$ cat src/pfp_pkg.sv
// constants shared by the parallel flash program port
package pfp_pkg;

  // ----------------------------------------------------------------
  // widths
  // ----------------------------------------------------------------
  localparam int DATA_W     = 16;
  localparam int MODE_W     = 4;
  localparam int ADDR_W     = 32;
  localparam int PAGE_LOG2  = 4;
  localparam int PAGE_WORDS = 16;
  localparam int LOCK_LSB   = 7;
  localparam int LOCK_IDX_W = 4;
  localparam int FIFO_DEPTH = 16;
  localparam int CNT_W      = 5;
  localparam int PIN_W      = 22;

  // ----------------------------------------------------------------
  // mode selector codes
  // ----------------------------------------------------------------
  localparam logic [3:0] MODE_CMD     = 4'h0;
  localparam logic [3:0] MODE_ADDR_LO = 4'h1;
  localparam logic [3:0] MODE_ADDR_HI = 4'h2;
  localparam logic [3:0] MODE_DATA    = 4'h5;

  // ----------------------------------------------------------------
  // command codes
  // ----------------------------------------------------------------
  localparam logic [15:0] CMD_NONE            = 16'h0000;
  localparam logic [15:0] CMD_READ            = 16'h0011;
  localparam logic [15:0] CMD_PAGE_WRITE      = 16'h0012;
  localparam logic [15:0] CMD_PAGE_WRITE_LOCK = 16'h0022;
  localparam logic [15:0] CMD_ERASE_WRITE     = 16'h0032;
  localparam logic [15:0] CMD_ERASE_WRITE_LCK = 16'h0042;
  localparam logic [15:0] CMD_FULL_ERASE      = 16'h0013;
  localparam logic [15:0] CMD_SET_LOCK        = 16'h0014;
  localparam logic [15:0] CMD_CLEAR_LOCK      = 16'h0024;
  localparam logic [15:0] CMD_GET_LOCK        = 16'h0015;
  localparam logic [15:0] CMD_SET_USER_BIT    = 16'h0034;
  localparam logic [15:0] CMD_CLEAR_USER_BIT  = 16'h0044;
  localparam logic [15:0] CMD_GET_USER_BIT    = 16'h0025;

  // ----------------------------------------------------------------
  // flash back-end operation codes
  // ----------------------------------------------------------------
  localparam logic [1:0] OP_ERASE_PAGE = 2'h0;
  localparam logic [1:0] OP_PROGRAM    = 2'h1;
  localparam logic [1:0] OP_ERASE_ALL  = 2'h2;

  // ----------------------------------------------------------------
  // values after reset
  // ----------------------------------------------------------------
  localparam logic [21:0] PIN_RST   = 22'h3FFFFF;
  localparam logic        READY_RST = 1'b1;
  localparam logic        VALID_RST = 1'b1;
  localparam logic [15:0] BITS_RST  = 16'h0000;

endpackage

$ cat src/pfp_fifo.sv
// page load buffer fifo with valid/ready on both sides
`timescale 1ns/1ps
module pfp_fifo #(
  parameter int WIDTH = 16,
  parameter int DEPTH = 16
) (
  input  wire logic                     clk_sys,
  input  wire logic                     rstN,
  input  wire logic                     ce,
  input  wire logic                     inValid,
  output logic                          inReady,
  input  wire logic [WIDTH-1:0]         inData,
  output logic                          outValid,
  input  wire logic                     outReady,
  output logic [WIDTH-1:0]              outData,
  output logic [$clog2(DEPTH+1)-1:0]    count
);

  localparam int PW = $clog2(DEPTH);

  logic [WIDTH-1:0]           mem_ff [DEPTH];
  logic [PW-1:0]              wrPtr_ff;
  logic [PW-1:0]              rdPtr_ff;
  logic [$clog2(DEPTH+1)-1:0] cnt_ff;
  logic                       push;
  logic                       pop;

  assign inReady  = (cnt_ff != ($clog2(DEPTH+1))'(DEPTH));
  assign outValid = (cnt_ff != '0);
  assign outData  = mem_ff[rdPtr_ff];
  assign count    = cnt_ff;
  assign push     = inValid && inReady;
  assign pop      = outValid && outReady;

  // ----------------------------------------------------------------
  // storage
  // ----------------------------------------------------------------
  always_ff @(posedge clk_sys)
  begin
    if (ce && push)
    begin
      mem_ff[wrPtr_ff] <= inData;
    end
  end

  // ----------------------------------------------------------------
  // pointers and fill level
  // ----------------------------------------------------------------
  always_ff @(posedge clk_sys or negedge rstN)
  begin
    if (!rstN)
    begin
      wrPtr_ff <= '0;
      rdPtr_ff <= '0;
      cnt_ff   <= '0;
    end
    else if (ce)
    begin
      if (push)
      begin
        wrPtr_ff <= (wrPtr_ff == PW'(DEPTH - 1)) ? '0 : wrPtr_ff + PW'(1);
      end
      if (pop)
      begin
        rdPtr_ff <= (rdPtr_ff == PW'(DEPTH - 1)) ? '0 : rdPtr_ff + PW'(1);
      end
      if (push && !pop)
      begin
        cnt_ff <= cnt_ff + 1'b1;
      end
      else if (pop && !push)
      begin
        cnt_ff <= cnt_ff - 1'b1;
      end
    end
  end

  full_no_ready_a: assert property (@(posedge clk_sys) disable iff (!rstN)
    (cnt_ff == ($clog2(DEPTH+1))'(DEPTH)) |-> !inReady)
    else $error("fifo full but ready");
  count_step_a: assert property (@(posedge clk_sys) disable iff (!rstN)
    (ce && push && !pop) |=> (cnt_ff == $past(cnt_ff) + 1'b1))
    else $error("fifo count did not rise on push");

endmodule

$ cat src/pfp_flash_port.sv
// parallel flash program port: pin handshake and command interpreter
`timescale 1ns/1ps
// How it works
// - on output enable low the device drives the word, then lowers data valid.
// - on output enable high device floats the bus, then raises data valid.
// - after data valid high programmer raises strobe; device then raises ready.
// - a new command completes the previous one, committing pending page data.
// - read is command, low and high address, then reads returning words.
// - reads start anywhere; address may be reloaded at any point.
// - written words collect in a page buffer, committed before other-page access.
// - the page buffer is committed whenever a command-mode word arrives.
// - page write is command, addresses, then data writes storing words, address advancing.
// - write-and-lock sets the region lock bit after the flash write.
// - erase variants erase the page before programming; one also locks.
// - full erase needs data zero; aborts if any region is locked.
// - successful full erase clears all lock and user bits.
// - set and clear lock take a mask; bit n acts on lock n.
// - get lock returns the lock mask in one read handshake.
// - set and clear user bits take a pattern; ones select bits.
// - get user bits returns the user bit mask in one read.
// - mode selects command, low address, high address, data, or nothing.
// - read, page write and full erase have fixed 16-bit codes.
// - set, clear and get lock have fixed 16-bit codes.
// - handshakes start only with ready high; done when strobe and ready high.
module pfp_flash_port (
  input  wire logic        clk_sys,
  input  wire logic        nrst,
  input  wire logic        ce,
  input  wire logic        commandStrobeN,
  input  wire logic        outputEnableN,
  input  wire logic [3:0]  modeSel,
  input  wire logic [15:0] dataIn,
  output logic [15:0]      dataOut,
  output logic             dataOe,
  output logic             ready,
  output logic             dataValidN,
  output logic             flashOp,
  output logic [1:0]       flashOpSel,
  output logic [31:0]      flashAddr,
  output logic [4:0]       flashLen,
  output logic [15:0]      flashWdata,
  output logic             flashWvalid,
  input  wire logic        flashWready,
  input  wire logic        flashDone,
  output logic             flashRdReq,
  input  wire logic        flashRdValid,
  input  wire logic [15:0] flashRdata,
  output logic [15:0]      lockBits,
  output logic [15:0]      userBits
);

  typedef enum logic [10:0] {
    ST_IDLE    = 11'h001,
    ST_DECODE  = 11'h002,
    ST_ERASE   = 11'h004,
    ST_PROG    = 11'h008,
    ST_ERALL   = 11'h010,
    ST_RDWAIT  = 11'h020,
    ST_RDFETCH = 11'h040,
    ST_RDVALID = 11'h080,
    ST_RDHOLD  = 11'h100,
    ST_RDEND   = 11'h200,
    ST_WAITHI  = 11'h400
  } pfp_state_e;

  pfp_state_e   state_ff;
  logic         rstMeta_ff;
  logic         rstN;
  logic [21:0]  pinS1_ff;
  logic [21:0]  pinS2_ff;
  logic [21:0]  pinS3_ff;
  logic [21:0]  pinF_ff;
  logic         cmdNF;
  logic         oeNF;
  logic [3:0]   mode_ff;
  logic [15:0]  word_ff;
  logic [15:0]  cmd_ff;
  logic [31:0]  addr_ff;
  logic [31:0]  bufStart_ff;
  logic [31:0]  bufEnd;
  logic [15:0]  dataOut_ff;
  logic         dataOe_ff;
  logic         ready_ff;
  logic         valid_ff;
  logic         flashOp_ff;
  logic [1:0]   opSel_ff;
  logic [31:0]  flashAddr_ff;
  logic [4:0]   flashLen_ff;
  logic [15:0]  wdata_ff;
  logic         wvalid_ff;
  logic         rdReq_ff;
  logic [15:0]  lock_ff;
  logic [15:0]  user_ff;
  logic         isWriteCmd;
  logic         isLockVar;
  logic         isEraseVar;
  logic         dirty;
  logic         pageMiss;
  logic         needCommit;
  logic         fifoInValid;
  logic         fifoInReady;
  logic         fifoOutValid;
  logic         fifoOutReady;
  logic [15:0]  fifoOutData;
  logic [4:0]   fifoCount;
  logic [3:0]   lockIdx;

  // ----------------------------------------------------------------
  // reset release and pin synchronisers
  // ----------------------------------------------------------------
  always_ff @(posedge clk_sys or negedge nrst)
  begin
    if (!nrst)
    begin
      rstMeta_ff <= 1'b0;
      rstN       <= 1'b0;
    end
    else
    begin
      rstMeta_ff <= 1'b1;
      rstN       <= rstMeta_ff;
    end
  end

  // a bit changes only once the second and third stages agree
  always_ff @(posedge clk_sys or negedge rstN)
  begin
    if (!rstN)
    begin
      pinS1_ff <= pfp_pkg::PIN_RST;
      pinS2_ff <= pfp_pkg::PIN_RST;
      pinS3_ff <= pfp_pkg::PIN_RST;
      pinF_ff  <= pfp_pkg::PIN_RST;
    end
    else if (ce)
    begin
      pinS1_ff <= {commandStrobeN, outputEnableN, modeSel, dataIn};
      pinS2_ff <= pinS1_ff;
      pinS3_ff <= pinS2_ff;
      pinF_ff  <= ((pinS2_ff ~^ pinS3_ff) & pinS3_ff) | ((pinS2_ff ^ pinS3_ff) & pinF_ff);
    end
  end

  assign cmdNF = pinF_ff[21];
  assign oeNF  = pinF_ff[20];

  // ----------------------------------------------------------------
  // command decode and page buffer bookkeeping
  // ----------------------------------------------------------------
  assign isLockVar  = (cmd_ff == pfp_pkg::CMD_PAGE_WRITE_LOCK) || (cmd_ff == pfp_pkg::CMD_ERASE_WRITE_LCK);
  assign isEraseVar = (cmd_ff == pfp_pkg::CMD_ERASE_WRITE) || (cmd_ff == pfp_pkg::CMD_ERASE_WRITE_LCK);
  assign isWriteCmd = (cmd_ff == pfp_pkg::CMD_PAGE_WRITE) || isLockVar || isEraseVar;
  assign dirty      = (fifoCount != '0);
  assign bufEnd     = bufStart_ff + 32'(fifoCount);
  // a gap inside the page also forces a commit, since the buffer holds a contiguous run
  assign pageMiss   = (addr_ff != bufEnd)
                   || (addr_ff[31:pfp_pkg::PAGE_LOG2] != bufStart_ff[31:pfp_pkg::PAGE_LOG2]);
  assign needCommit = dirty && ((mode_ff == pfp_pkg::MODE_CMD)
                   || ((mode_ff == pfp_pkg::MODE_DATA) && pageMiss));
  assign fifoInValid  = (state_ff == ST_DECODE) && !needCommit && (mode_ff == pfp_pkg::MODE_DATA) && isWriteCmd;
  assign fifoOutReady = (state_ff == ST_PROG) && flashWready && !wvalid_ff;
  assign lockIdx      = bufStart_ff[pfp_pkg::LOCK_LSB +: pfp_pkg::LOCK_IDX_W];

  pfp_fifo #(
    .WIDTH (pfp_pkg::DATA_W),
    .DEPTH (pfp_pkg::FIFO_DEPTH)
  ) u_loadBuf (
    .clk_sys  (clk_sys),
    .rstN     (rstN),
    .ce       (ce),
    .inValid  (fifoInValid),
    .inReady  (fifoInReady),
    .inData   (word_ff),
    .outValid (fifoOutValid),
    .outReady (fifoOutReady),
    .outData  (fifoOutData),
    .count    (fifoCount)
  );

  // ----------------------------------------------------------------
  // handshake and command sequencer
  // ----------------------------------------------------------------
  always_ff @(posedge clk_sys or negedge rstN)
  begin
    if (!rstN)
    begin
      state_ff     <= ST_IDLE;
      mode_ff      <= pfp_pkg::MODE_CMD;
      word_ff      <= 16'h0000;
      cmd_ff       <= pfp_pkg::CMD_NONE;
      addr_ff      <= 32'h00000000;
      bufStart_ff  <= 32'h00000000;
      dataOut_ff   <= 16'h0000;
      dataOe_ff    <= 1'b0;
      ready_ff     <= pfp_pkg::READY_RST;
      valid_ff     <= pfp_pkg::VALID_RST;
      flashOp_ff   <= 1'b0;
      opSel_ff     <= pfp_pkg::OP_ERASE_PAGE;
      flashAddr_ff <= 32'h00000000;
      flashLen_ff  <= 5'h00;
      wdata_ff     <= 16'h0000;
      wvalid_ff    <= 1'b0;
      rdReq_ff     <= 1'b0;
      lock_ff      <= pfp_pkg::BITS_RST;
      user_ff      <= pfp_pkg::BITS_RST;
    end
    else if (ce)
    begin
      flashOp_ff <= 1'b0;
      rdReq_ff   <= 1'b0;
      wvalid_ff  <= 1'b0;
      unique case (state_ff)
        ST_IDLE:
        begin
          if (!cmdNF)
          begin
            mode_ff  <= pinF_ff[19:16];
            word_ff  <= pinF_ff[15:0];
            ready_ff <= 1'b0;
            state_ff <= ST_DECODE;
          end
        end
        ST_DECODE:
        begin
          if (needCommit)
          begin
            flashOp_ff   <= 1'b1;
            flashAddr_ff <= bufStart_ff;
            flashLen_ff  <= fifoCount;
            opSel_ff     <= isEraseVar ? pfp_pkg::OP_ERASE_PAGE : pfp_pkg::OP_PROGRAM;
            state_ff     <= isEraseVar ? ST_ERASE : ST_PROG;
          end
          else
          begin
            state_ff <= ST_WAITHI;
            case (mode_ff)
              pfp_pkg::MODE_CMD:     cmd_ff <= word_ff;
              pfp_pkg::MODE_ADDR_LO: addr_ff[15:0] <= word_ff;
              pfp_pkg::MODE_ADDR_HI: addr_ff[31:16] <= word_ff;
              pfp_pkg::MODE_DATA:
              begin
                case (cmd_ff)
                  pfp_pkg::CMD_READ, pfp_pkg::CMD_GET_LOCK, pfp_pkg::CMD_GET_USER_BIT:
                    state_ff <= ST_RDWAIT;
                  pfp_pkg::CMD_PAGE_WRITE, pfp_pkg::CMD_PAGE_WRITE_LOCK,
                  pfp_pkg::CMD_ERASE_WRITE, pfp_pkg::CMD_ERASE_WRITE_LCK:
                  begin
                    if (fifoInReady)
                    begin
                      if (!dirty)
                      begin
                        bufStart_ff <= addr_ff;
                      end
                      addr_ff <= addr_ff + 32'h00000001;
                    end
                    else
                    begin
                      state_ff <= ST_DECODE;
                    end
                  end
                  pfp_pkg::CMD_FULL_ERASE:
                  begin
                    if ((word_ff == 16'h0000) && (lock_ff == 16'h0000))
                    begin
                      flashOp_ff <= 1'b1;
                      opSel_ff   <= pfp_pkg::OP_ERASE_ALL;
                      state_ff   <= ST_ERALL;
                    end
                  end
                  pfp_pkg::CMD_SET_LOCK:       lock_ff <= lock_ff | word_ff;
                  pfp_pkg::CMD_CLEAR_LOCK:     lock_ff <= lock_ff & ~word_ff;
                  pfp_pkg::CMD_SET_USER_BIT:   user_ff <= user_ff | word_ff;
                  pfp_pkg::CMD_CLEAR_USER_BIT: user_ff <= user_ff & ~word_ff;
                  default:
                  begin
                  end
                endcase
              end
              default:
              begin
              end
            endcase
          end
        end
        ST_ERASE:
        begin
          if (flashDone)
          begin
            flashOp_ff <= 1'b1;
            opSel_ff   <= pfp_pkg::OP_PROGRAM;
            state_ff   <= ST_PROG;
          end
        end
        ST_PROG:
        begin
          if (fifoOutValid && fifoOutReady)
          begin
            wdata_ff  <= fifoOutData;
            wvalid_ff <= 1'b1;
          end
          if (flashDone)
          begin
            if (isLockVar)
            begin
              lock_ff[lockIdx] <= 1'b1;
            end
            state_ff <= ST_DECODE;
          end
        end
        ST_ERALL:
        begin
          if (flashDone)
          begin
            lock_ff  <= 16'h0000;
            user_ff  <= 16'h0000;
            state_ff <= ST_WAITHI;
          end
        end
        ST_RDWAIT:
        begin
          if (!oeNF)
          begin
            if (cmd_ff == pfp_pkg::CMD_READ)
            begin
              rdReq_ff     <= 1'b1;
              flashAddr_ff <= addr_ff;
              state_ff     <= ST_RDFETCH;
            end
            else
            begin
              dataOut_ff <= (cmd_ff == pfp_pkg::CMD_GET_LOCK) ? lock_ff : user_ff;
              dataOe_ff  <= 1'b1;
              state_ff   <= ST_RDVALID;
            end
          end
        end
        ST_RDFETCH:
        begin
          if (flashRdValid)
          begin
            dataOut_ff <= flashRdata;
            dataOe_ff  <= 1'b1;
            addr_ff    <= addr_ff + 32'h00000001;
            state_ff   <= ST_RDVALID;
          end
        end
        ST_RDVALID:
        begin
          valid_ff <= 1'b0;
          state_ff <= ST_RDHOLD;
        end
        ST_RDHOLD:
        begin
          if (oeNF)
          begin
            dataOe_ff <= 1'b0;
            state_ff  <= ST_RDEND;
          end
        end
        ST_RDEND:
        begin
          valid_ff <= 1'b1;
          state_ff <= ST_WAITHI;
        end
        ST_WAITHI:
        begin
          if (cmdNF)
          begin
            ready_ff <= 1'b1;
            state_ff <= ST_IDLE;
          end
        end
        default:
        begin
          state_ff <= ST_IDLE;
        end
      endcase
    end
  end

  assign dataOut     = dataOut_ff;
  assign dataOe      = dataOe_ff;
  assign ready       = ready_ff;
  assign dataValidN  = valid_ff;
  assign flashOp     = flashOp_ff;
  assign flashOpSel  = opSel_ff;
  assign flashAddr   = flashAddr_ff;
  assign flashLen    = flashLen_ff;
  assign flashWdata  = wdata_ff;
  assign flashWvalid = wvalid_ff;
  assign flashRdReq  = rdReq_ff;
  assign lockBits    = lock_ff;
  assign userBits    = user_ff;

  // ----------------------------------------------------------------
  // checks
  // ----------------------------------------------------------------
  drive_then_valid_a: assert property (@(posedge clk_sys) disable iff (!rstN)
    $rose(dataOe_ff) |-> !oeNF ##1 !valid_ff)
    else $error("data valid not lowered after driving");
  float_before_valid_a: assert property (@(posedge clk_sys) disable iff (!rstN)
    $rose(valid_ff) |-> !dataOe_ff && $past(!dataOe_ff))
    else $error("data valid raised while bus driven");
  ready_on_strobe_a: assert property (@(posedge clk_sys) disable iff (!rstN)
    $rose(ready_ff) |-> $past(cmdNF) && valid_ff && !dataOe_ff)
    else $error("ready raised without strobe high");
  busy_during_op_a: assert property (@(posedge clk_sys) disable iff (!rstN)
    (flashOp_ff || state_ff inside {ST_ERASE, ST_PROG, ST_ERALL}) |-> !ready_ff)
    else $error("ready high during flash operation");
  cmd_commits_a: assert property (@(posedge clk_sys) disable iff (!rstN)
    (ce && state_ff == ST_DECODE && dirty && mode_ff == pfp_pkg::MODE_CMD) |=> flashOp_ff && cmd_ff == $past(cmd_ff))
    else $error("command accepted with uncommitted page");
  erase_lock_abort_a: assert property (@(posedge clk_sys) disable iff (!rstN)
    (flashOp_ff && opSel_ff == pfp_pkg::OP_ERASE_ALL) |-> lock_ff == 16'h0000 && word_ff == 16'h0000)
    else $error("full erase started while locked");
  erase_clears_bits_a: assert property (@(posedge clk_sys) disable iff (!rstN)
    (ce && state_ff == ST_ERALL && flashDone) |=> lock_ff == 16'h0000 && user_ff == 16'h0000 && ready_ff == 1'b0)
    else $error("full erase left bits set");
  lock_after_prog_a: assert property (@(posedge clk_sys) disable iff (!rstN)
    (ce && state_ff == ST_PROG && flashDone && isLockVar) |=> lock_ff[$past(lockIdx)])
    else $error("lock bit not set after write and lock");
  read_advance_a: assert property (@(posedge clk_sys) disable iff (!rstN)
    (ce && state_ff == ST_RDFETCH && flashRdValid) |=> addr_ff == $past(addr_ff) + 32'h00000001)
    else $error("read address not advanced");
  no_cmd_ignored_a: assert property (@(posedge clk_sys) disable iff (!rstN)
    (state_ff == ST_DECODE && cmd_ff == pfp_pkg::CMD_NONE && !needCommit) |=> state_ff == ST_WAITHI)
    else $error("data without command not ignored");

endmodule

$ cat config.mk
export PLATFORM = sky130hd
export DESIGN_NAME = pfp_flash_port
export DESIGN_NICKNAME = d
export VERILOG_FILES = /design/src/pfp_pkg.sv /design/src/pfp_fifo.sv /design/src/pfp_flash_port.sv
export SDC_FILE = /design/constraint.sdc
export NUM_CORES = 1
export LEC_CHECK = 0
export BUFFER_PORTS_ARGS = -buffer_cell sky130_fd_sc_hd__buf_2
export CORE_MARGIN = 1
export CORE_UTILIZATION = 50
export DETAILED_ROUTE_END_ITERATION = 12
export GPL_TIMING_DRIVEN = 0
export HOLD_SLACK_MARGIN = 0.15
export PLACE_DENSITY = 0.67
export SYNTH_ARGS = -nofsm -noshare
export SYNTH_HDL_FRONTEND = slang
export SYNTH_SLANG_ARGS = --single-unit
$ cat constraint.sdc
create_clock -name clk_sys -period 11.8 [get_ports clk_sys]
set_input_delay 2.36 -clock clk_sys [delete_from_list [all_inputs] [get_ports clk_sys]]
set_output_delay 2.36 -clock clk_sys [all_outputs]
set_load 0.01 [all_outputs]
Word-level counts from Yosys, hierarchy flattened
Memory sizes are Yosys's and may differ from the RTL's. A register that Yosys moved wholly into a read port is not among the register bits.
Index checks and enable logic that the tools add are counted.
{ "word_totals": {"inputBits": 44, "mem_bits_rw": 256, "ff_bits": 307, "n_memories": 1} }
{ "op_classes": {"eq_ne": 54, "n_addsub": 6, "n_reduce_logical": 60, "order_cmp": 2, "n_bitwise": 14, "mux": 78} }
{ "mem_list": {"columns": ["memory", "words", "word_bits", "rd", "rd_ports_with_merged_regs", "wr", "line", "rtl"], "rows": [
  ["u_loadBuf.mem_ff", 16, 16, 1, 1, 1, "pfp_fifo.sv:21", "logic [WIDTH-1:0] mem_ff [DEPTH];"]
]} }
{ "ops": {"columns": ["cell", "count"], "rows": [
  ["$mux 32", 7],
  ["$pmux 16 s2", 6],
  ["$mux 16", 11],
  ["$mux 11", 12],
  ["$pmux 32 s2", 2],
  ["$pmux 11 s11", 1],
  ["$eq 16x5->1 const B", 5],
  ["$eq 16x6->1 const B", 5],
  ["$or 16x16->16", 3],
  ["$pmux 16 s3", 1],
  ["$and 22x22->22", 2],
  ["$pmux 11 s3", 1],
  ["$add 32x1->32 const B", 1],
  ["$add 32x5->32", 1],
  ["$and 16x16->16", 2],
  ["$eq 16x7->1 const B", 2],
  ["$logic_not 16->1", 2],
  ["$ne 32x32->1", 1],
  ["$ne 2x2->1 const B", 14],
  ["$ne 28x28->1", 1],
  ["$or 22x22->22", 1],
  ["$xnor 22x22->22", 1],
  ["$xor 22x22->22", 1],
  ["$reduce_and 7->1", 3],
  ["other kinds (51)", 128]
]} }

Logic depth before layout (Yosys ltp)
Gate-level depths: netlist of run 1.
{ "logic_depth": {"depth_word": 15, "depth_mapped": 17, "mapped_depth_nobuf": 17} }

Cells and area by module
From an unflattened synthesis of run 1, not the netlist that was laid out.
{ "hier_totals": {"cells_unflattened": 2104, "hier_area_um2": 26409.1} }
{ "by_module_without_submodules": {"columns": ["module", "seq_area_each_um2", "area_each_um2", "cells_per_inst", "instances"], "rows": [
  ["pfp_flash_port", 7871.3, 15747.6, 1548, 1],
  ["pfp_fifo", 8012.7, 10661.5, 556, 1]
]} }

Least setup slack after synthesis of run 1
No wires, ideal clock.
{ "synth_timing": {"path_kind": "register to register", "from": "register u_loadBuf.cnt_ff[0] (netlist: u_loadBuf.count[0])", "to": "memory u_loadBuf.mem_ff[3][0] (enable)", "synth_period_minus_slack_ns": 4.973, "stages_incl_launch_ff": 11, "t_arrival_ns": 4.543, "setup_time_ns": 0.431, "path_slack_ns": 6.827, "required_ns": 11.369, "path_cell_list": "dfrtp_1 > ha_1 > fa_1 > xor3_1 > nor4_1 > o2111ai_1 > nor4b_2 > o211ai_1 > o31a_1 > nor3_4 > nor4bb_1"} }
{ "synth_between": {"elab_chain_cells": 14, "elab_cells_between_ends": 16, "cone_classes": "1 x add/sub; 2 x eq/ne; 2 x mux; 11 x reduce/logical"} }
{ "synth_rtl": {"columns": ["element", "line", "rtl"], "rows": [
  ["from (decl)", "pfp_fifo.sv:24", "logic [$clog2(DEPTH+1)-1:0] cnt_ff;"],
  ["from (signal assigned)", "pfp_fifo.sv:69", "cnt_ff <= cnt_ff + 1'b1;"],
  ["from (signal assigned)", "pfp_fifo.sv:73", "cnt_ff <= cnt_ff - 1'b1;"],
  ["$add 32x5->32", "pfp_flash_port.sv:154", "assign bufEnd = bufStart_ff + 32'(fifoCount);"],
  ["$ne 32x32->1", "pfp_flash_port.sv:156", "assign pageMiss = (addr_ff != bufEnd)"],
  ["$logic_or 1x1->1", "pfp_flash_port.sv:157", "|| (addr_ff[31:pfp_pkg::PAGE_LOG2] != bufStart_ff[31:pfp_pkg::PAGE_LOG2]);"],
  ["$logic_and 1x1->1", "pfp_flash_port.sv:159", "|| ((mode_ff == pfp_pkg::MODE_DATA) && pageMiss));"],
  ["$logic_or 1x1->1", "pfp_flash_port.sv:159", null],
  ["$logic_and 1x1->1", "pfp_flash_port.sv:158", "assign needCommit = dirty && ((mode_ff == pfp_pkg::MODE_CMD)"],
  ["$logic_not 1->1", "pfp_flash_port.sv:160", "assign fifoInValid = (state_ff == ST_DECODE) && !needCommit && (mode_ff == pfp_pkg::MODE_DATA) && isWriteCmd;"],
  ["$logic_and 1x1->1 (3 in series)", "pfp_flash_port.sv:160", null],
  ["$logic_and 1x1->1 *", "pfp_fifo.sv:32", "assign push = inValid && inReady;"],
  ["$logic_and 1x1->1 *", "pfp_fifo.sv:40", "if (ce && push)"],
  ["$mux 1 *", "pfp_fifo.sv:40", null],
  ["$mux 1 (not written as such) *", "pfp_fifo.sv:42", "mem_ff[wrPtr_ff] <= inData;"],
  ["to (decl)", "pfp_fifo.sv:21", null]
]} }
Mark *: on every way between the ends. The rest lies on a longest branch, timed or not.

Worst setup path in the final report of run 1
{ "layout_timing": {"from": "register u_loadBuf.cnt_ff[0] (netlist: u_loadBuf.count[0])", "to": "memory u_loadBuf.mem_ff[11][13] (enable)"} }
Same word-level chain as after synthesis.

==> results of run 1 <==
[kinds of logic after synthesis]
kind of cell	Yosys count	share of synthesized area, %
buf+inv	159	2.40
mux	288	15.4
xor+xnor	45	1.53
fa+ha+maj	39	1.88
simple gates	624	11.6
compound gates	301	7.65
flops	579	59.5
other cells	1	0.0140
[registers in the layout (all words and copies together), names as in the netlist, 5 cells and up, named ones only]
signal,count
pinS1_ff,22
u_loadBuf.mem_ff,256
addr_ff,32
flashWdata,16
pinS2_ff,22
cmd_ff,16
dataOut,16
state_ff,11
u_loadBuf.count,5
bufStart_ff,32
flashAddr,32
word_ff,16
pinS3_ff,22
pinF_ff,22
flashLen,5
userBits,16
[path summary, 6_finish.rpt]
| path | cells after the start | to | start | slack, ns |
|---|---|---|---|---|
| setup reg to reg | 11 | u_loadBuf.mem_ff[11][13]$_DFFE_PP_ | u_loadBuf.count[0]$_DFFE_PN0P_ | 6.75 |
| max in group asynchronous | 1 | rstN$_DFF_PN0_ | nrst | 10.18 |
| hold / removal | 0 | dataOe$_DFFE_PN0P_ | rstN$_DFF_PN0_ | 0.28 |
| min in group clk_sys | 0 | rstN$_DFF_PN0_ | rstMeta_ff$_DFF_PN0_ | 0.35 |
| setup / recovery | 11 | u_loadBuf.mem_ff[11][13]$_DFFE_PP_ | u_loadBuf.count[0]$_DFFE_PN0P_ | 6.75 |
| hold reg to reg | 0 | dataOe$_DFFE_PN0P_ | rstN$_DFF_PN0_ | 0.28 |
[power groups by stage]
stage          Sequential [mW]  Combinational, mW  Clock (mW)
2_1_floorplan             2.62              0.590           0
3_3_place_gp              2.73              0.822           0
3_5_place_dp              2.72              0.863           0
4_1_cts                   2.69              0.870        1.94
5_1_grt                   2.72              0.949        2.01
6_report                  2.69              0.878        1.92
[area by class of cell]
| class | count | area share, % |
|---|---|---|
| repair buffers | 158 | 2.98 |
| plain buffers | 142 | 1.90 |
| well taps | 688 | 2.82 |
| clock buffers | 92 | 5.72 |
| flip-flops and latches | 579 | 52.1 |
| multi-input cells | 1298 | 33.4 |
| clock inverters | 23 | 0.915 |
| inverters | 17 | 0.209 |
[layout by cell type (no fill, tap or decap), drive strengths merged, types with 67 or more instances in the layout]
master,count
buf,198
clkbuf,194
dfrtp,232
dfstp,91
edfxtp,256
mux2,174
mux4,80
nand2,268
nor2,71
o21ai,67
[through the flow]
| stage | setup WS (ns) | total power, mW | std cells | hold WS [ns] |
|---|---|---|---|---|
| after global placement | -1.87 | 3.55 | 2876 | 0.336 |
| after floorplan | 2.29 | 3.21 | 2036 | 0.331 |
| final | 6.75 | 5.49 | 2997 | 0.278 |
| after CTS | 6.78 | 5.50 | 2997 | 0.305 |
| after detailed placement | 6.81 | 3.59 | 2882 | 0.302 |
| after global routing | 6.54 | 5.69 | 2997 | 0.321 |
[routing by layer]
layer / routed length, um / up-vias / part of all wire (%)
met2: 33900 / 658 / 48
li1: - / 8107 / -
met5: 13 / - / 0.018
met3: 4140 / 140 / 5.8
met4: 2090 / 2 / 3.0
met1: 30700 / 9120 / 43
==> impl.org, run 1 <==
** Global route
- Initial antenna violation count :: 1
- Largest net degree at the start of global routing :: 67
- For this run, global-route usage on met1 was measured as 36.2%.
- The via count of the first global-routing pass is 18000.
- Global-route usage over all layers :: 26.3%
- In this run the most used layer during global routing was met2.
- Global routing used 3.50% of the available met3 tracks.
- First-pass GRT wire length :: 108000 um
- Grt total ovfl :: 0
- Met2 track demand over resource :: 43.0%

** Power
- Total power density per cell area :: 180 mW/mm^2
- Worst vdd rail ir drop :: 0.135 mV
- Summed over all nets, the switching power comes to 1.64 mW.
- Clk network pwr share :: 34.9%
- Comb power frac :: 16.0%
- The internal portion of the total power is 3.85 mW.
- For this design the static power due to leakage is 12.7 nW.
- Sequential cell fraction of total power :: 49.1%
- Sw Ratio :: 29.9%

** STA
- Slew @ Worst Pin :: 1.36 ns
- Final worst clock skew :: 0.0508 ns
- Unrepaired setup endpoints after global routing :: false
- Period Utilization, post-route :: 42.8%
- The max-slew violation total from the final report is 0.
- Max Freq :: 198 MHz
- Setup violations remaining at the end of the flow were counted as 0.
- Shortest clock period the worst path allows after layout :: 5.05 ns
- The count of final hold-check violations was 0.
- Slew HR :: 9.06%
- Summed over all failing endpoints, the final setup total negative slack is 0 ns.

** Cells and area
- The area growth from synthesis to layout is 14.3%.
- After filler insertion, the fill cell instance count of the layout stands at 4192.
- 0 antenna diodes ended up in the layout.
- At the end of the flow the core is filled with cells to 57.9%.
- After the last flow step, the layout net total stands at 2340.
- In the final layout, the share of cells above drive strength 1 is 28.0%.
- Combined area of the multi-input logic cells :: 0.0102 mm^2
- Area occupied by registers :: 0.0159 mm^2
- Final Cell Area :: 0.0305 mm^2

** Critical path
- In this design, the largest share of critical-path delay is due to simple AND/OR/NAND/NOR gates.
- Of all nets on the critical path, the largest fanout is 16.
- Largest stage delay on the critical path :: 0.96 ns
- STA classifies the critical path startpoint as a register.
- Library cell contributing the largest single delay on the critical path :: sky130_fd_sc_hd__and4b_1
- WP data arrival :: 5.30 ns
- Cell-by-cell listing of the critical path :: ha_1 > fa_1 > xor3_1 > nor4_1 > o2111ai_1 > nor4b_2 > o211ai_1 > o31a_1 > nor3_4 > buf_6 > and4b_1
- The worst setup path is captured at a register.
- WP buf/inv :: 1
- Kind of critical path :: register to register
- STA puts the critical path data required time at 12.05 ns.

** Yosys
- Post-synth top area share :: 28.8%
- In the synthesized netlist the dominant register cell turns out to be sky130_fd_sc_hd__edfxtp_1.
- Yosys mapped a number of flops with a built-in enable equal to 256.
- Syn_area_per_cell :: 13.1 um^2
- Synthesized instance count :: 2036
- Post-Syn Nets :: 2119
- During synthesis, Yosys emitted a total of 0 warnings.
- In the synthesized netlist the async set-or-reset flop fraction comes to 55.8%.
- In this run, synthesis produced a sequential element count of 579.
- In this run the cell area of the synthesized design comes to 0.0267 mm^2.
- Counting instances in the post-synthesis netlist gives the leading cell types as sky130_fd_sc_hd__nand2_1 (266), sky130_fd_sc_hd__edfxtp_1 (256), sky130_fd_sc_hd__dfrtp_1 (232).
- The most common cell in the synthesized netlist is sky130_fd_sc_hd__nand2_1.
- Yosys mapped the design onto 84 distinct sky130hd cell types.
- Post-synthesis cell type with the largest combined area :: sky130_fd_sc_hd__edfxtp_1
- Biggest area contributors in the synthesized netlist :: sky130_fd_sc_hd__edfxtp_1 (29%), sky130_fd_sc_hd__dfrtp_1 (22%), sky130_fd_sc_hd__dfstp_2 (9.0%), sky130_fd_sc_hd__mux2_2 (7.3%), sky130_fd_sc_hd__mux4_2 (6.8%)
- Sequential cells were found to cover 59.5% of the synthesized design area.

** Route
- After detailed routing, the number of remaining DRC violations is 0.
- Dividing the detail-routed wire length by the instance count gives 23.6 um.
- Using the TritonRoute via totals, the vias-per-cell ratio works out to 6.02.
- 1st-pass router iterations :: 7
- WL final :: 70900 um
- The routed layout has 18000 vias.
- DRC marker count from the first detailed-route iteration :: 1491
- The count of nets left with antenna violations once routing finished came out at 0.

** Place
- Once placement finished, the instance area stood at 0.0285 mm^2.
- Port buffering added 152 buffers.
- Routability-driven placement finished with a final weighted congestion of 0.923.
- Estimated wirelength of the detail-placed design :: 48800 um

** CTS
- Clock-pin slew was measured on the worst setup and hold paths at 0.06 ns.
- In this run the deepest clock path goes through 3 buffers.
- After clock tree synthesis, the setup repair step added 0 buffers.
- CTS H-tree lvls :: 2
- Clock latency on the worst-skew pair, taken at its later pin, is 0.67 ns.
- The number of clock buffers added by TritonCTS is 61.
- Sink count of the clock tree :: 579
- Root Buffer Master :: sky130_fd_sc_hd__clkbuf_16
- Clock tree from TritonCTS :: built
- The number of gates resized after CTS was 0.
- Hold Buf Count CTS :: 0

** Floorplan
- I/O Pins :: 153
- Die width :: 233 um
- Total Die Area :: 0.0543 mm^2
- In this run the vertical extent of the chip is 233 um.
- For this configuration, the core starts out at a cell density of 50.7%.
- In this run the core area contains 84 standard-cell rows.
- The total area inside the core boundary comes to 0.0527 mm^2.

** Run
- The tool flagged a number of max-cap violations equal to 0.

** Run status
- The flow ran to the end, and the final reports show no timing, DRC or antenna violations.

** Worst hold path
- The min-delay analysis places its worst path in the category register to async pin.
Power figures use the tool's default switching activity.
==> run 2, diff against run 1 <==
--- a/config.mk
+++ b/config.mk
@@ -11,7 +11,7 @@
 export DETAILED_ROUTE_END_ITERATION = 12
 export GPL_TIMING_DRIVEN = 0
 export HOLD_SLACK_MARGIN = 0.15
-export PLACE_DENSITY = 0.67
+export PLACE_DENSITY = 0.7
 export SYNTH_ARGS = -nofsm -noshare
 export SYNTH_HDL_FRONTEND = slang
 export SYNTH_SLANG_ARGS = --single-unit
==> constraint.sdc (replaced) <==
create_clock -name clk_sys -period 4.5 [get_ports clk_sys]
set_input_delay 0.9 -clock clk_sys [delete_from_list [all_inputs] [get_ports clk_sys]]
set_output_delay 0.9 -clock clk_sys [all_outputs]
set_load 0.01 [all_outputs]
==> run 2 against run 1 <==
The flow now finishes with violations (max-capacitance violations, max-slew violations). Register-to-register slack worse by 6.6 ns. Hold slack worse by 0.10 ns. Final cell count is essentially flat. Flip-flop and latch count did not move. Die area unchanged. Sequential power rose to 2.6 times the previous value. Clock power up 150%. Global-route usage down 0.23 points. Combinational power grew to 2.7 times the previous value. Maximum frequency is 16% higher. Largest cell class unchanged. Largest power group unchanged.
==> impl.org, run 2 (synthesis gave the netlist of run 1 again) <==
** Global route
- Initial antenna violation count :: 1
- First-pass GRT wire length :: 107000 um
- Largest net degree at the start of global routing :: 69
- For this run the aggregate overflow at the end of global routing stands at 0.
- For this run, the total global-route usage over all layers was measured as 26.1%.
- Number of global-route vias before repair :: 18000

** STA
- Setup violations remaining at the end of the flow were counted as 0.
- Final worst clock skew :: 0.0525 ns
- Slew HR :: -1.36%
- Setup total negative slack on the finished layout was measured at 0 ns.
- Period Utilization, post-route :: 96.5%
- At the pin with the least slew margin, the transition time is 1.48 ns.
- The smallest clock period supported by the final layout is computed as 4.34 ns.
- Max Transition Viols Final :: 1
- Count of endpoints failing hold in the final timing report :: 0
- Unrepaired setup endpoints after global routing :: true
- For this run, the top clock speed supported by timing is 230 MHz.
- Worst hold slack across all endpoints :: 0.175 ns

** Run status
- Result of the run :: finished, violations left
- Violated checks :: max-capacitance violations, max-slew violations

** Power
- Total power density per cell area :: 465 mW/mm^2
- In this run switching power makes up 29.8% of total power.
- Leakage component of the power :: 12.7 nW
- Sequential cell fraction of total power :: 49.8%
- Worst vdd rail ir drop :: 0.339 mV
- Clk network pwr share :: 33.4%
- The share of total power dissipated in combinational logic is 16.8%.
- The analysis attributes to net switching a power of 4.22 mW.
- Final Total Pwr :: 14.2 mW
- Internal power contribution :: 9.96 mW

** Floorplan
- Measured along the x axis, the die boundary spans 233 um.
- Initial Utilization :: 50.7%
- In this run the count of I/O pins placed on the die edge is 153.
- The die covers 0.0543 mm^2.
- From bottom edge to top edge, the die measures 233 um.
- The initialized floorplan defines 84 standard-cell rows.
- Core Footprint :: 0.0527 mm^2

** Cells and area
- For this run, the share of the core covered by cells in the final layout is 57.9%.
- The net count of the finished layout is 2344.
- Commonest non-fill, non-tap cell in the layout :: sky130_fd_sc_hd__nand2_1
- Fraction of layout instances using a drive strength above 1 :: 28.9%
- After filler insertion, the fill cell instance count of the layout stands at 4209.
- Fin cells :: 2998
- Synth-to-Final Area Change :: 14.2%
- The register with the most flip-flops in the layout has 256 of them.
- Top register by number of flip-flops :: u_loadBuf.mem_ff
- Area occupied by registers :: 0.0159 mm^2
- In the layout the commonest cells are sky130_fd_sc_hd__nand2_1 (266), sky130_fd_sc_hd__edfxtp_1 (256), sky130_fd_sc_hd__dfrtp_1 (230), sky130_fd_sc_hd__buf_2 (181), sky130_fd_sc_hd__mux2_2 (172).
- Antenna diodes :: 0
- Summing all multi-input logic gate instances after layout gives 0.0102 mm^2.

** Route
- Routed wirelength normalized by instance count :: 23.4 um
- For this run, the detailed router's first-pass iteration total came to 8.
- Vias :: 18200
- The first routing iteration left 1326 violations.
- DRC violations left :: 0
- The count of nets left with antenna violations once routing finished came out at 0.
- Vias/cell :: 6.07
- WL final :: 70100 um

** Critical path
- Data on the critical path arrives at its endpoint at 4.68 ns.
- Critical path required time :: 4.83 ns
- STA classifies the critical path startpoint as a register.
- Critical path capture point type :: register
- Kind of critical path :: register to register
- Peak fanout along the critical path :: 12

** Place
- DP Cell Count :: 2882
- At the end of routability-driven placement, the weighted congestion stood at 0.942.
- Estimated wirelength of the detail-placed design :: 48400 um
- Count of port buffers added during placement :: 152

** CTS
- Sink count of the clock tree :: 579
- Root Buffer Master :: sky130_fd_sc_hd__clkbuf_16
- CTS H-tree lvls :: 2
- TritonCTS built the clock tree.
- Buffers from clock root to sink, at most :: 3
- For the worst-skew pair, the clock arrives at the later sink with an insertion delay of 0.65 ns.
- Inserted Clock Buffers :: 59
- Clock-pin slew was measured on the worst setup and hold paths at 0.06 ns.

** Worst hold path
- The path class of the tightest hold or removal check is register to async pin.

** Run
- Number of max-cap violations :: 1
[run 2: cell types whose count changed in the layout (fill, tap and decap cells not counted), sizes merged]
cell | before | now
clkinv | 13 | 21
clkbuf | 194 | 187
dlygate4sd3 | 0 | 1
bufinv | 3 | 1
clkinvlp | 6 | 2
buf | 198 | 203
[run 2: through the flow]
step	worst slack [ns]	area [um^2]
after global placement	-1.18	28300
after floorplan	0.115	26700
after CTS	0.0892	30500
after detailed placement	-0.369	28500
after global routing	-0.0330	30500
final	0.157	30500
[run 2: critical path: stages (launching register included)]
cell and delay, ns:
sky130_fd_sc_hd__dfrtp_1 0.40, sky130_fd_sc_hd__ha_1 0.25, sky130_fd_sc_hd__fa_1 0.42, sky130_fd_sc_hd__xor3_1 0.40, sky130_fd_sc_hd__nor4_1 0.18, sky130_fd_sc_hd__o2111ai_1 0.18, sky130_fd_sc_hd__nor4b_2 0.31, sky130_fd_sc_hd__o211ai_1 0.19
sky130_fd_sc_hd__o31a_1 0.30, sky130_fd_sc_hd__buf_4 0.18, sky130_fd_sc_hd__nor3_4 0.36, sky130_fd_sc_hd__nor4bb_4 0.60, sky130_fd_sc_hd__buf_8 0.25
[run 2: power groups by stage]
stage	clock, mW	sequential [mW]	combinational, mW
final	4.73	7.06	2.38
after global routing	5.01	7.15	2.58
after CTS	4.81	7.05	2.35
after detailed placement	0	7.15	2.24
after global placement	0	7.15	2.13
after floorplan	0	6.86	1.55
[run 2: final timing paths]
kind / end / slack [ns] / start / depth (start not counted)
worst min register to register: flashAddr[1]$_DFFE_PN0P_ / 0.17 / rstN$_DFF_PN0_ / 0
worst min-delay path: flashAddr[1]$_DFFE_PN0P_ / 0.17 / rstN$_DFF_PN0_ / 0
worst max register to register: u_loadBuf.mem_ff[3][3]$_DFFE_PP_ / 0.16 / bufStart_ff[0]$_DFFE_PN0P_ / 12
min in group clk_sys: rstN$_DFF_PN0_ / 0.35 / rstMeta_ff$_DFF_PN0_ / 0
worst max-delay path: u_loadBuf.mem_ff[3][3]$_DFFE_PP_ / 0.16 / bufStart_ff[0]$_DFFE_PN0P_ / 12
max in group asynchronous: dataOut[10]$_DFFE_PN0P_ / 2.99 / rstN$_DFF_PN0_ / 3
[run 2: timing repair]
| item | CTS | global route |
|---|---|---|
| hold buffers | 1 | 0 |
| endpoints found under the hold margin | 2 | 0 |
| gates resized for setup | 23 | 4 |
| setup buffers | 4 | 1 |
| pin swaps | 6 | 0 |
| endpoints found under the setup margin | 254 | 18 |
[run 2: routing by layer]
metal,global-route usage (%),part of all wire [%]
met5,0,0.016
met4,8.35,2.7
met3,3.60,5.9
met2,43.8,49
met1,34.9,42
[run 2: area by class of cell]
cell class              instances  share of cell area [%]
flip-flops and latches        579                    52.1
multi-input cells            1298                    33.6
clock buffers                  85                    5.50
repair buffers                164                    3.15
well taps                     688                    2.83
plain buffers                 142                    1.90
clock inverters                25                   0.702
inverters                      17                   0.209
